<file path="config.mk">
export PLATFORM = sky130hd
export DESIGN_NAME = pfi_program_flow
export DESIGN_NICKNAME = d
export VERILOG_FILES = /design/src/pfi_pkg.sv /design/src/pfi_stack_if.sv /design/src/pfi_program_flow.sv /design/src/pfi_loop_counter.sv /design/src/pfi_stack.sv
export SDC_FILE = /design/constraint.sdc
export NUM_CORES = 1
export LEC_CHECK = 0
export ABC_AREA = 1
export ABC_CLOCK_PERIOD_IN_PS = 3350
export BUFFER_PORTS_ARGS = -buffer_cell sky130_fd_sc_hd__buf_2
export CAP_MARGIN = 20
export CORE_ASPECT_RATIO = 1.1
export CORE_UTILIZATION = 63
export CTS_BUF_LIST = sky130_fd_sc_hd__clkbuf_2 sky130_fd_sc_hd__clkbuf_4 sky130_fd_sc_hd__clkbuf_8
export CTS_CLUSTER_DIAMETER = 30
export CTS_CLUSTER_SIZE = 20
export DETAILED_ROUTE_END_ITERATION = 12
export PLACE_DENSITY = 0.83
export SYNTH_ARGS = -nofsm -noshare
export SYNTH_HDL_FRONTEND = slang
export SYNTH_HIERARCHICAL = 1
export SYNTH_SLANG_ARGS = --single-unit
</file>
<file path="constraint.sdc">
create_clock -name mclk -period 3.35 [get_ports mclk]
set_input_delay 0.1675 -clock mclk [delete_from_list [all_inputs] [get_ports mclk]]
set_output_delay 0.1675 -clock mclk [all_outputs]
set_load 0.005 [all_outputs]
</file>
<file path="src/pfi_pkg.sv">
// Constants and types of the program flow and interrupt unit
// Overview of operation
// - Reading the next pointer returns current address plus one.
// - Relative branch adds a signed 8-bit word offset to the pointer.
// - Absolute targets: 8-bit immediate, 16-bit register, or 8-bit register.
// - An 8-bit register target takes the prefix as its high byte.
// - Conditional branch taken only when the chosen flag condition holds.
// - Equals and not-equals branches accept relative and immediate destinations only.
// - Call pushes the next address, then branches like a jump.
// - Return pops and resumes; handler return also ends service.
// - Two 16-bit loop counters; decrement, branch while result nonzero.
// - Far loop addresses take their high byte from the prefix.
// - A 16-bit register loop address needs no prefix cycle.
// - Conditional return pops when true, else just steps to the next address.
// - One 16-bit handler vector, reset zero, used by every interrupt.
// - Interrupt needs global, module mask and local enable all set.
// - Handler entry sets in-service, blocking further interrupts.
// - Handler return clears in-service; software may clear it too.
// - Per-module pending flags, read only, follow the modules' flags.
// - Mask bit zero blocks requests but not the pending flag.
// - Conditional handler return pops and clears service only when true.
// - Push increments pointer then writes; pop reads then decrements.
// - Zero flag is one exactly when the accumulator is all zero.
package pfi_pkg;
	localparam int ADDR_W = 16;
	localparam int MOD_N = 8;
	localparam int STACK_AW = 4;
	localparam int STACK_DEPTH = 16;

	// Register byte offsets on the bus
	localparam logic [7:0] OFS_VECTOR = 8'h00;
	localparam logic [7:0] OFS_LOOP0 = 8'h04;
	localparam logic [7:0] OFS_LOOP1 = 8'h08;
	localparam logic [7:0] OFS_CONTROL = 8'h0C;
	localparam logic [7:0] OFS_MASK = 8'h10;
	localparam logic [7:0] OFS_FLAGS = 8'h14;
	localparam logic [7:0] OFS_PREFIX = 8'h18;
	localparam logic [7:0] OFS_NEXTPTR = 8'h1C;
	localparam logic [7:0] OFS_STACKPTR = 8'h20;
	localparam logic [7:0] OFS_STATUS = 8'h24;

	// Control register fields
	localparam int CTL_GLOBAL_BIT = 0;
	localparam int CTL_INSERV_BIT = 1;

	// Values after reset
	localparam logic [15:0] VECTOR_RST = 16'h0000;
	localparam logic [15:0] LOOP_RST = 16'h0000;
	localparam logic [15:0] PC_RST = 16'h0000;
	localparam logic [7:0] PREFIX_RST = 8'h00;
	localparam logic [7:0] MASK_RST = 8'h00;
	localparam logic [3:0] SP_RST = 4'hF;

	typedef enum logic [2:0] {
		OP_NOP, OP_JUMP, OP_CALL, OP_RET, OP_RETI, OP_DJNZ, OP_PFX
	} pfi_op_t;

	typedef enum logic [2:0] {
		CND_ALWAYS, CND_C, CND_NC, CND_Z, CND_NZ, CND_S, CND_E, CND_NE
	} pfi_cond_t;

	typedef enum logic [1:0] {
		SRC_REL, SRC_IMM, SRC_REG16, SRC_REG8
	} pfi_src_t;
endpackage

</file>
<file path="src/pfi_stack_if.sv">
// Carrier between the flow unit and the hardware stack
`timescale 1ns/1ps
interface pfi_stack_if;
	logic        push;
	logic        pop;
	logic [15:0] pushData;
	logic [15:0] topData;
	logic [3:0]  topPtr;

	modport user (output push, output pop, output pushData,
		input topData, input topPtr);
	modport store (input push, input pop, input pushData,
		output topData, output topPtr);
endinterface

</file>
<file path="src/pfi_program_flow.sv">
// Program flow, loop and interrupt sequencing with APB registers
//
// The address map and the APB register port are this design's own decisions.
`timescale 1ns/1ps
module pfi_program_flow (
	input  wire logic              mclk,
	input  wire logic              srst,
	input  wire logic              psel,
	input  wire logic              penable,
	input  wire logic              pwrite,
	input  wire logic [7:0]        paddr,
	input  wire logic [31:0]       pwdata,
	output logic      [31:0]       prdata,
	output logic                   pready,
	output logic                   pslverr,
	input  wire logic              instrValid,
	input  wire pfi_pkg::pfi_op_t   instrOp,
	input  wire pfi_pkg::pfi_cond_t instrCond,
	input  wire pfi_pkg::pfi_src_t  instrSrc,
	input  wire logic [7:0]        instrImm,
	input  wire logic [15:0]       instrReg,
	input  wire logic              instrLoopSel,
	input  wire logic [15:0]       accValue,
	input  wire logic              carryFlag,
	input  wire logic              equalsFlag,
	input  wire logic [7:0]        srcFlags,
	input  wire logic [7:0]        srcLocalEn,
	output logic      [15:0]       instrPointer,
	output logic                   instrReady,
	output logic                   irqEntry,
	output logic                   illegalOp,
	output logic                   inService
);
	pfi_stack_if stk ();

	logic [15:0] pc_q;
	logic [15:0] pc_d;
	logic [15:0] vector_q;
	logic [7:0]  prefix_q;
	logic [7:0]  mask_q;
	logic [7:0]  flags_q;
	logic        globalEn_q;
	logic        inService_q;
	logic        irqEntry_q;
	logic        illegal_q;
	logic [31:0] prdata_q;

	logic        zeroFlag;
	logic        signFlag;
	logic        condTrue;
	logic        srcBad;
	logic [15:0] target;
	logic [15:0] nextPtr;
	logic        irqReq;
	logic        doExec;
	logic        pushReq;
	logic        popReq;
	logic [15:0] pushData;
	logic        retiTaken;
	logic        illegalNow;
	logic        dec0;
	logic        dec1;
	logic [15:0] loop0;
	logic [15:0] loop1;
	logic        nz0;
	logic        nz1;

	logic        apbAccess;
	logic        apbWrite;
	logic        mapped;
	logic [31:0] readMux;
	logic        wrVector;
	logic        wrLoop0;
	logic        wrLoop1;
	logic        wrControl;
	logic        wrMask;
	logic        wrPrefix;

	// Status flags seen by conditions
	// zero flag from accumulator
	assign zeroFlag = (accValue == 16'h0000);
	assign signFlag = accValue[15];

	assign nextPtr = pc_q + 16'h0001;

	always_comb begin
		case (instrCond)
			pfi_pkg::CND_ALWAYS: condTrue = 1'b1;
			pfi_pkg::CND_C:      condTrue = carryFlag;
			pfi_pkg::CND_NC:     condTrue = ~carryFlag;
			pfi_pkg::CND_Z:      condTrue = zeroFlag;
			pfi_pkg::CND_NZ:     condTrue = ~zeroFlag;
			pfi_pkg::CND_S:      condTrue = signFlag;
			pfi_pkg::CND_E:      condTrue = equalsFlag;
			pfi_pkg::CND_NE:     condTrue = ~equalsFlag;
			default:             condTrue = 1'b0;
		endcase
	end

	assign srcBad = ((instrCond == pfi_pkg::CND_E) ||
		(instrCond == pfi_pkg::CND_NE)) &&
		((instrSrc == pfi_pkg::SRC_REG16) ||
		(instrSrc == pfi_pkg::SRC_REG8));

	// Branch target from the source operand
	always_comb begin
		case (instrSrc)
			pfi_pkg::SRC_REL:
				target = pc_q + {{8{instrImm[7]}}, instrImm};
			pfi_pkg::SRC_IMM:
				target = {prefix_q, instrImm};
			pfi_pkg::SRC_REG16:
				target = instrReg;
			pfi_pkg::SRC_REG8:
				target = {prefix_q, instrReg[7:0]};
			default:
				target = nextPtr;
		endcase
	end

	assign irqReq = globalEn_q && !inService_q &&
		|(flags_q & srcLocalEn & mask_q);

	// Interrupt entry takes the slot of the instruction
	assign instrReady = ~irqReq;
	assign doExec = instrValid && !irqReq;

	// Sequencing of pointer, stack and counters
	always_comb begin
		pc_d = pc_q;
		pushReq = 1'b0;
		popReq = 1'b0;
		pushData = nextPtr;
		retiTaken = 1'b0;
		illegalNow = 1'b0;
		dec0 = 1'b0;
		dec1 = 1'b0;
		if (irqReq) begin
			pushReq = 1'b1;
			pushData = pc_q;
			pc_d = vector_q;
		end else if (doExec) begin
			pc_d = nextPtr;
			case (instrOp)
				pfi_pkg::OP_JUMP: begin
					if (srcBad) begin
						illegalNow = 1'b1;
					end else if (condTrue) begin
						pc_d = target;
					end
				end
				pfi_pkg::OP_CALL: begin
					if (srcBad) begin
						illegalNow = 1'b1;
					end else if (condTrue) begin
						pushReq = 1'b1;
						pushData = nextPtr;
						pc_d = target;
					end
				end
				pfi_pkg::OP_RET,
				pfi_pkg::OP_RETI: begin
					if ((instrCond == pfi_pkg::CND_E) ||
						(instrCond == pfi_pkg::CND_NE)) begin
						illegalNow = 1'b1;
					end else if (condTrue) begin
						popReq = 1'b1;
						pc_d = stk.topData;
						retiTaken = (instrOp == pfi_pkg::OP_RETI);
					end
				end
				pfi_pkg::OP_DJNZ: begin
					dec0 = ~instrLoopSel;
					dec1 = instrLoopSel;
					if (instrLoopSel ? nz1 : nz0) begin
						pc_d = target;
					end
				end
				default: begin
					pc_d = nextPtr;
				end
			endcase
		end
	end

	// Instruction pointer
	always_ff @(posedge mclk) begin
		if (srst) begin
			pc_q <= pfi_pkg::PC_RST;
		end else begin
			pc_q <= pc_d;
		end
	end

	// Stack hookup
	assign stk.push = pushReq;
	assign stk.pop = popReq;
	assign stk.pushData = pushData;

	pfi_stack u_stack (
		.mclk (mclk),
		.srst (srst),
		.port (stk)
	);

	// Two loop counters
	pfi_loop_counter u_loop0 (
		.mclk       (mclk),
		.srst       (srst),
		.wrEn       (wrLoop0),
		.wrData     (pwdata[15:0]),
		.decEn      (dec0),
		.count      (loop0),
		.decNonZero (nz0)
	);

	pfi_loop_counter u_loop1 (
		.mclk       (mclk),
		.srst       (srst),
		.wrEn       (wrLoop1),
		.wrData     (pwdata[15:0]),
		.decEn      (dec1),
		.count      (loop1),
		.decNonZero (nz1)
	);

	// Prefix byte lasts one instruction
	// cleared after next instruction
	always_ff @(posedge mclk) begin
		if (srst) begin
			prefix_q <= pfi_pkg::PREFIX_RST;
		end else if (wrPrefix) begin
			prefix_q <= pwdata[7:0];
		end else if (doExec) begin
			if (instrOp == pfi_pkg::OP_PFX) begin
				prefix_q <= instrImm;
			end else begin
				prefix_q <= pfi_pkg::PREFIX_RST;
			end
		end
	end

	// handler return or software clears it
	always_ff @(posedge mclk) begin
		if (srst) begin
			inService_q <= 1'b0;
		end else if (irqReq) begin
			inService_q <= 1'b1;
		end else if (retiTaken) begin
			inService_q <= 1'b0;
		end else if (wrControl) begin
			inService_q <= pwdata[pfi_pkg::CTL_INSERV_BIT];
		end
	end

	// flags follow the modules, not writable
	always_ff @(posedge mclk) begin
		if (srst) begin
			flags_q <= 8'h00;
		end else begin
			flags_q <= srcFlags;
		end
	end

	// Software written control state
	always_ff @(posedge mclk) begin
		if (srst) begin
			vector_q <= pfi_pkg::VECTOR_RST;
			mask_q <= pfi_pkg::MASK_RST;
			globalEn_q <= 1'b0;
		end else begin
			if (wrVector) begin
				vector_q <= pwdata[15:0];
			end
			if (wrMask) begin
				mask_q <= pwdata[7:0];
			end
			if (wrControl) begin
				globalEn_q <= pwdata[pfi_pkg::CTL_GLOBAL_BIT];
			end
		end
	end

	// Event pulses for the core
	always_ff @(posedge mclk) begin
		if (srst) begin
			irqEntry_q <= 1'b0;
			illegal_q <= 1'b0;
		end else begin
			irqEntry_q <= irqReq;
			illegal_q <= illegalNow;
		end
	end

	// APB decode
	assign apbAccess = psel && penable;
	assign apbWrite = apbAccess && pwrite && mapped;
	assign wrVector = apbWrite && (paddr == pfi_pkg::OFS_VECTOR);
	assign wrLoop0 = apbWrite && (paddr == pfi_pkg::OFS_LOOP0);
	assign wrLoop1 = apbWrite && (paddr == pfi_pkg::OFS_LOOP1);
	assign wrControl = apbWrite && (paddr == pfi_pkg::OFS_CONTROL);
	assign wrMask = apbWrite && (paddr == pfi_pkg::OFS_MASK);
	assign wrPrefix = apbWrite && (paddr == pfi_pkg::OFS_PREFIX);

	// Read multiplexer, unmapped reads as zero
	always_comb begin
		mapped = 1'b1;
		readMux = 32'h0000_0000;
		case (paddr)
			pfi_pkg::OFS_VECTOR:   readMux[15:0] = vector_q;
			pfi_pkg::OFS_LOOP0:    readMux[15:0] = loop0;
			pfi_pkg::OFS_LOOP1:    readMux[15:0] = loop1;
			pfi_pkg::OFS_CONTROL: begin
				readMux[pfi_pkg::CTL_GLOBAL_BIT] = globalEn_q;
				readMux[pfi_pkg::CTL_INSERV_BIT] = inService_q;
			end
			pfi_pkg::OFS_MASK:     readMux[7:0] = mask_q;
			pfi_pkg::OFS_FLAGS:    readMux[7:0] = flags_q;
			pfi_pkg::OFS_PREFIX:   readMux[7:0] = prefix_q;
			pfi_pkg::OFS_NEXTPTR:  readMux[15:0] = nextPtr;
			pfi_pkg::OFS_STACKPTR: readMux[3:0] = stk.topPtr;
			pfi_pkg::OFS_STATUS: begin
				readMux[0] = zeroFlag;
				readMux[1] = signFlag;
			end
			default:               mapped = 1'b0;
		endcase
	end

	// Read data captured in the setup cycle
	always_ff @(posedge mclk) begin
		if (srst) begin
			prdata_q <= 32'h0000_0000;
		end else if (psel && !penable) begin
			prdata_q <= readMux;
		end
	end

	assign prdata = prdata_q;
	assign pready = 1'b1;
	assign pslverr = apbAccess && !mapped;
	assign instrPointer = pc_q;
	assign irqEntry = irqEntry_q;
	assign illegalOp = illegal_q;
	assign inService = inService_q;
endmodule

</file>
<file path="src/pfi_loop_counter.sv">
// One 16-bit loop counter with load and decrement
`timescale 1ns/1ps
module pfi_loop_counter (
	input  wire logic        mclk,
	input  wire logic        srst,
	input  wire logic        wrEn,
	input  wire logic [15:0] wrData,
	input  wire logic        decEn,
	output logic      [15:0] count,
	output logic             decNonZero
);
	logic [15:0] count_q;

	// Load from software wins over decrement
	always_ff @(posedge mclk) begin
		if (srst) begin
			count_q <= pfi_pkg::LOOP_RST;
		end else if (wrEn) begin
			count_q <= wrData;
		end else if (decEn) begin
			count_q <= count_q - 16'h0001;
		end
	end

	assign count = count_q;
	// Result after decrement is not zero
	assign decNonZero = (count_q != 16'h0001);
endmodule

</file>
<file path="src/pfi_stack.sv">
// Sixteen-word hardware stack of 16-bit entries
`timescale 1ns/1ps
module pfi_stack (
	input wire logic mclk,
	input wire logic srst,
	pfi_stack_if.store port
);
	logic [15:0] mem_q [pfi_pkg::STACK_DEPTH];
	logic [3:0]  sp_q;
	logic [3:0]  spInc;

	assign spInc = sp_q + 4'h1;

	always_ff @(posedge mclk) begin
		if (srst) begin
			sp_q <= pfi_pkg::SP_RST;
		end else if (port.push) begin
			sp_q <= spInc;
		end else if (port.pop) begin
			sp_q <= sp_q - 4'h1;
		end
	end

	// Storage written at the incremented slot
	always_ff @(posedge mclk) begin
		if (port.push) begin
			mem_q[spInc] <= port.pushData;
		end
	end

	assign port.topData = mem_q[sp_q];
	assign port.topPtr = sp_q;
endmodule

</file>
==> metrics.md <==
| Metric | Value |
|---|---|
| Place WS | 0.5233 ns |
| Period minus WS final | 3.046 ns |
| DRC viols | 0 |
| Sequential Power Share | 45.8% |
| Longest Clk Path Bufs | 3 |
| CTS resizes | 0 |
| Leakage | 10.49 nW |
| Io pins | 167 |
| Mapped Area | 20570 um^2 |
| Sequential area share after synthesis | 48.67% |
| GRT overflow | 0 |
| P&R area growth vs syn | 14.69% |
| CTS Root Cell | clkbuf_8 |
| Top post-synthesis cells by count | nand2_1 (710), inv_1 (396), nand3_1 (296) |
| Crit Path Class | reg -> reg |
| Unique masters post-synth | 56 |
| Hpwl dp | 43.18 mm |
| CTS Sinks | 372 |
| Share of the synthesized area in the top cell type | 37.38% |
| Final setup viols | 0 |
| Worst-path clk slew | 0.06 ns |
| Cell Pwr Density | 467.8 nW/um^2 |
| Port buffer count | 133 |
| Worst setup SP type | register |
| CTS tree | built |
| Top FF cell, synth | edfxtp_1 |
| Fin Clk Skew | 0.03991 ns |
| Slew Limit Fails | 0 |
| Vias per cell | 5.726 |
| CTS buffer count | 61 |
| Initial detailed-routing violation count | 1850 |
| Status | finished clean |
| Register area | 10010 um^2 |
| Yosys warning total | 6 |
| Via count | 18680 |
| Layout cells sized above 1 | 16.16% |
| Max Cap Viol | 0 |
| Arrival @ worst endpoint | 3.62 ns |
| Routed WL | 63.07 mm |
| Comb pwr share | 13.0% |
| Worst Path Max Fanout | 19 |
| CORE AREA | 32200 um^2 |
| Initial antenna violation count | 2 |
| FF+latch count, synth | 372 |
| Peak Freq | 328.3 MHz |
| VDD IR-drop max | 0.0003483 V |
| Average cell area after synthesis | 7.959 um^2 |
| Starting Density | 63.87% |
| Count of final hold-check violations | 0 |
| Die Height | 191.5 um |
| TNS Setup | 0 ns |
| Most instantiated library cell after synthesis | nand2_1 |
| Reg2Reg Setup Slack | 0.30 ns |
| RSZ-0062 raised after global routing | false |
| Post-Syn Instances | 2584 |
| Setup WS post-layout | 0.3042 ns |
| Postcts setup bufs | 0 |
| Area leader, netlist | edfxtp_1 |
| Sw Ratio | 27.45% |
| Tcrit/Tclk final | 90.92% |
| Wire per inst | 19.33 um |
| Final ANT Viol Nets | 0 |
| Initial DRT Pass Iterations | 6 |
| CP endpoint kind | register |
| Number of global-route vias before repair | 17800 |
| Main area contributors after synthesis | edfxtp_1 (37%), nand2_1 (13%), dfxtp_1 (11%) |
| Placer congestion estimate | 1.001 |
| Nets | 2922 |
| Worst-Margin Slew | 0.9771 ns |
| Internal power | 0.008006 W |
| First-pass GRT wire length | 95.92 mm |
| Hold Path Class | in -> reg |
| Sw Pwr | 0.003028 W |
| Multi-input logic area | 8373 um^2 |
| Hold-fix buffers at CTS | 40 |
| H-tree depth | 2 |
| Chip width | 174.3 um |
| Total GRT Usage | 37.85% |
| Async SR Flop Fraction | 0% |
| Worst-Skew Late Latency | 0.64 ns |
| Site row count | 69 |
| Post-synth EDFFs | 256 |
| Clock power frac | 41.1% |
| Largest net degree at the start of global routing | 79 |
| Relative slew slack | 34.70% |
| Fillers | 2441 |
| Worst EP required | 3.93 ns |
| Die ar. | 33370 um^2 |
## flip-flops by register name (all words and copies together) (netlist names), named ones only
name	cells
u_loop1/count	16
u_loop0/count	16
instrPointer	16
illegalOp	1
globalEn_q	1
prdata	16
flags_q	8
irqEntry	1
inService	1
prefix_q	8
u_stack/mem_q	256
u_stack/port.topPtr	4
mask_q	8
vector_q	16
## cells in the final DEF (no fill, tap or decap), types with 17 or more instances in the layout
master,instances
a21oi_1,140
a221oi_1,18
buf_2,133
buf_4,59
clkbuf_8,67
conb_1,17
dfxtp_1,114
dlygate4sd3_1,40
edfxtp_1,256
ha_1,26
inv_1,396
inv_2,18
nand2_1,710
nand2_2,23
nand3_1,296
nand3_2,17
nor2_1,128
nor2_2,37
o21ai_0,74
o22ai_1,28
## metal layers
layer	vias to the layer above	GRT usage (%)	wire [um]
met5	-	0	32
met3	233	5.768	5466
met1	8625	45.62	23410
met2	1000	64.51	30530
met4	2	22.20	3630
li1	8818	-	-
## logic make-up after synthesis
kind of cell / count (synthesis) / share of synthesized area [%]
buffers and inverters: 539 / 11.22
AOI/OAI and AO/OA: 349 / 10.00
other: 2 / 0.03651
DFF: 372 / 48.67
and+or+nand+nor: 1275 / 27.44
adders and majority gates: 27 / 1.679
xor gates and xnor gates: 20 / 0.9612
## cell type report
class | instances | share of cell area (%)
inverters | 420 | 6.720
well taps | 426 | 2.260
clock inverters | 38 | 1.809
diodes | 1 | 0.01061
multi-input cells | 1688 | 35.50
flip-flops and latches | 372 | 42.45
repair buffers | 239 | 6.991
clock buffers | 78 | 4.259
## stage by stage
stage / cells / area, um^2 / hold slack, ns / util, % / total power [W]
4_1_cts: 3257 / 23560 / 0.01193 / 73.15 / 0.01104
6_report: 3262 / 23590 / 0.02811 / 73.25 / 0.01103
3_5_place_dp: 3101 / 21720 / 0.3797 / 67.46 / 0.006512
3_3_place_gp: 3100 / 21720 / 0.3696 / 67.44 / 0.006478
2_1_floorplan: 2599 / 20620 / 0.2369 / - / 0.006052
5_1_grt: 3261 / 23590 / 0.05006 / 73.24 / 0.01140
## worst max-delay path, cell delays in order (launching register included)
cell,delay [ns]
dfxtp_1,0.33
nand3_1,0.09
nand2_1,0.06
inv_1,0.05
nand3_1,0.12
o211ai_4,0.56
nand2_2,0.28
buf_4,0.30
nor3_4,0.27
nand3_1,0.11
a31oi_1,0.21
dlygate4sd3_1,0.59
## worst paths after layout
| check | start | endpoint | cells past startpoint |
|---|---|---|---|
| setup / recovery | flags_q[2] | prefix_q[4] | 11 |
| hold / removal | paddr[2] | u_loop1/count[4] | 4 |
| setup reg to reg | flags_q[2] | prefix_q[4] | 11 |
| hold reg to reg | prdata[8] | prdata[8] | 2 |
## power by group through the flow
stage | Clock [W] | Sequential [W] | Combinational [W]
finish | 0.00454 | 0.00506 | 0.00144
global route | 0.00478 | 0.00506 | 0.00157
CTS | 0.00459 | 0.00505 | 0.00140
detailed placement | 0 | 0.00515 | 0.00136
global placement | 0 | 0.00515 | 0.00133
floorplan | 0 | 0.00513 | 0.000922
No activity file was read; power rests on OpenSTA's default activity.
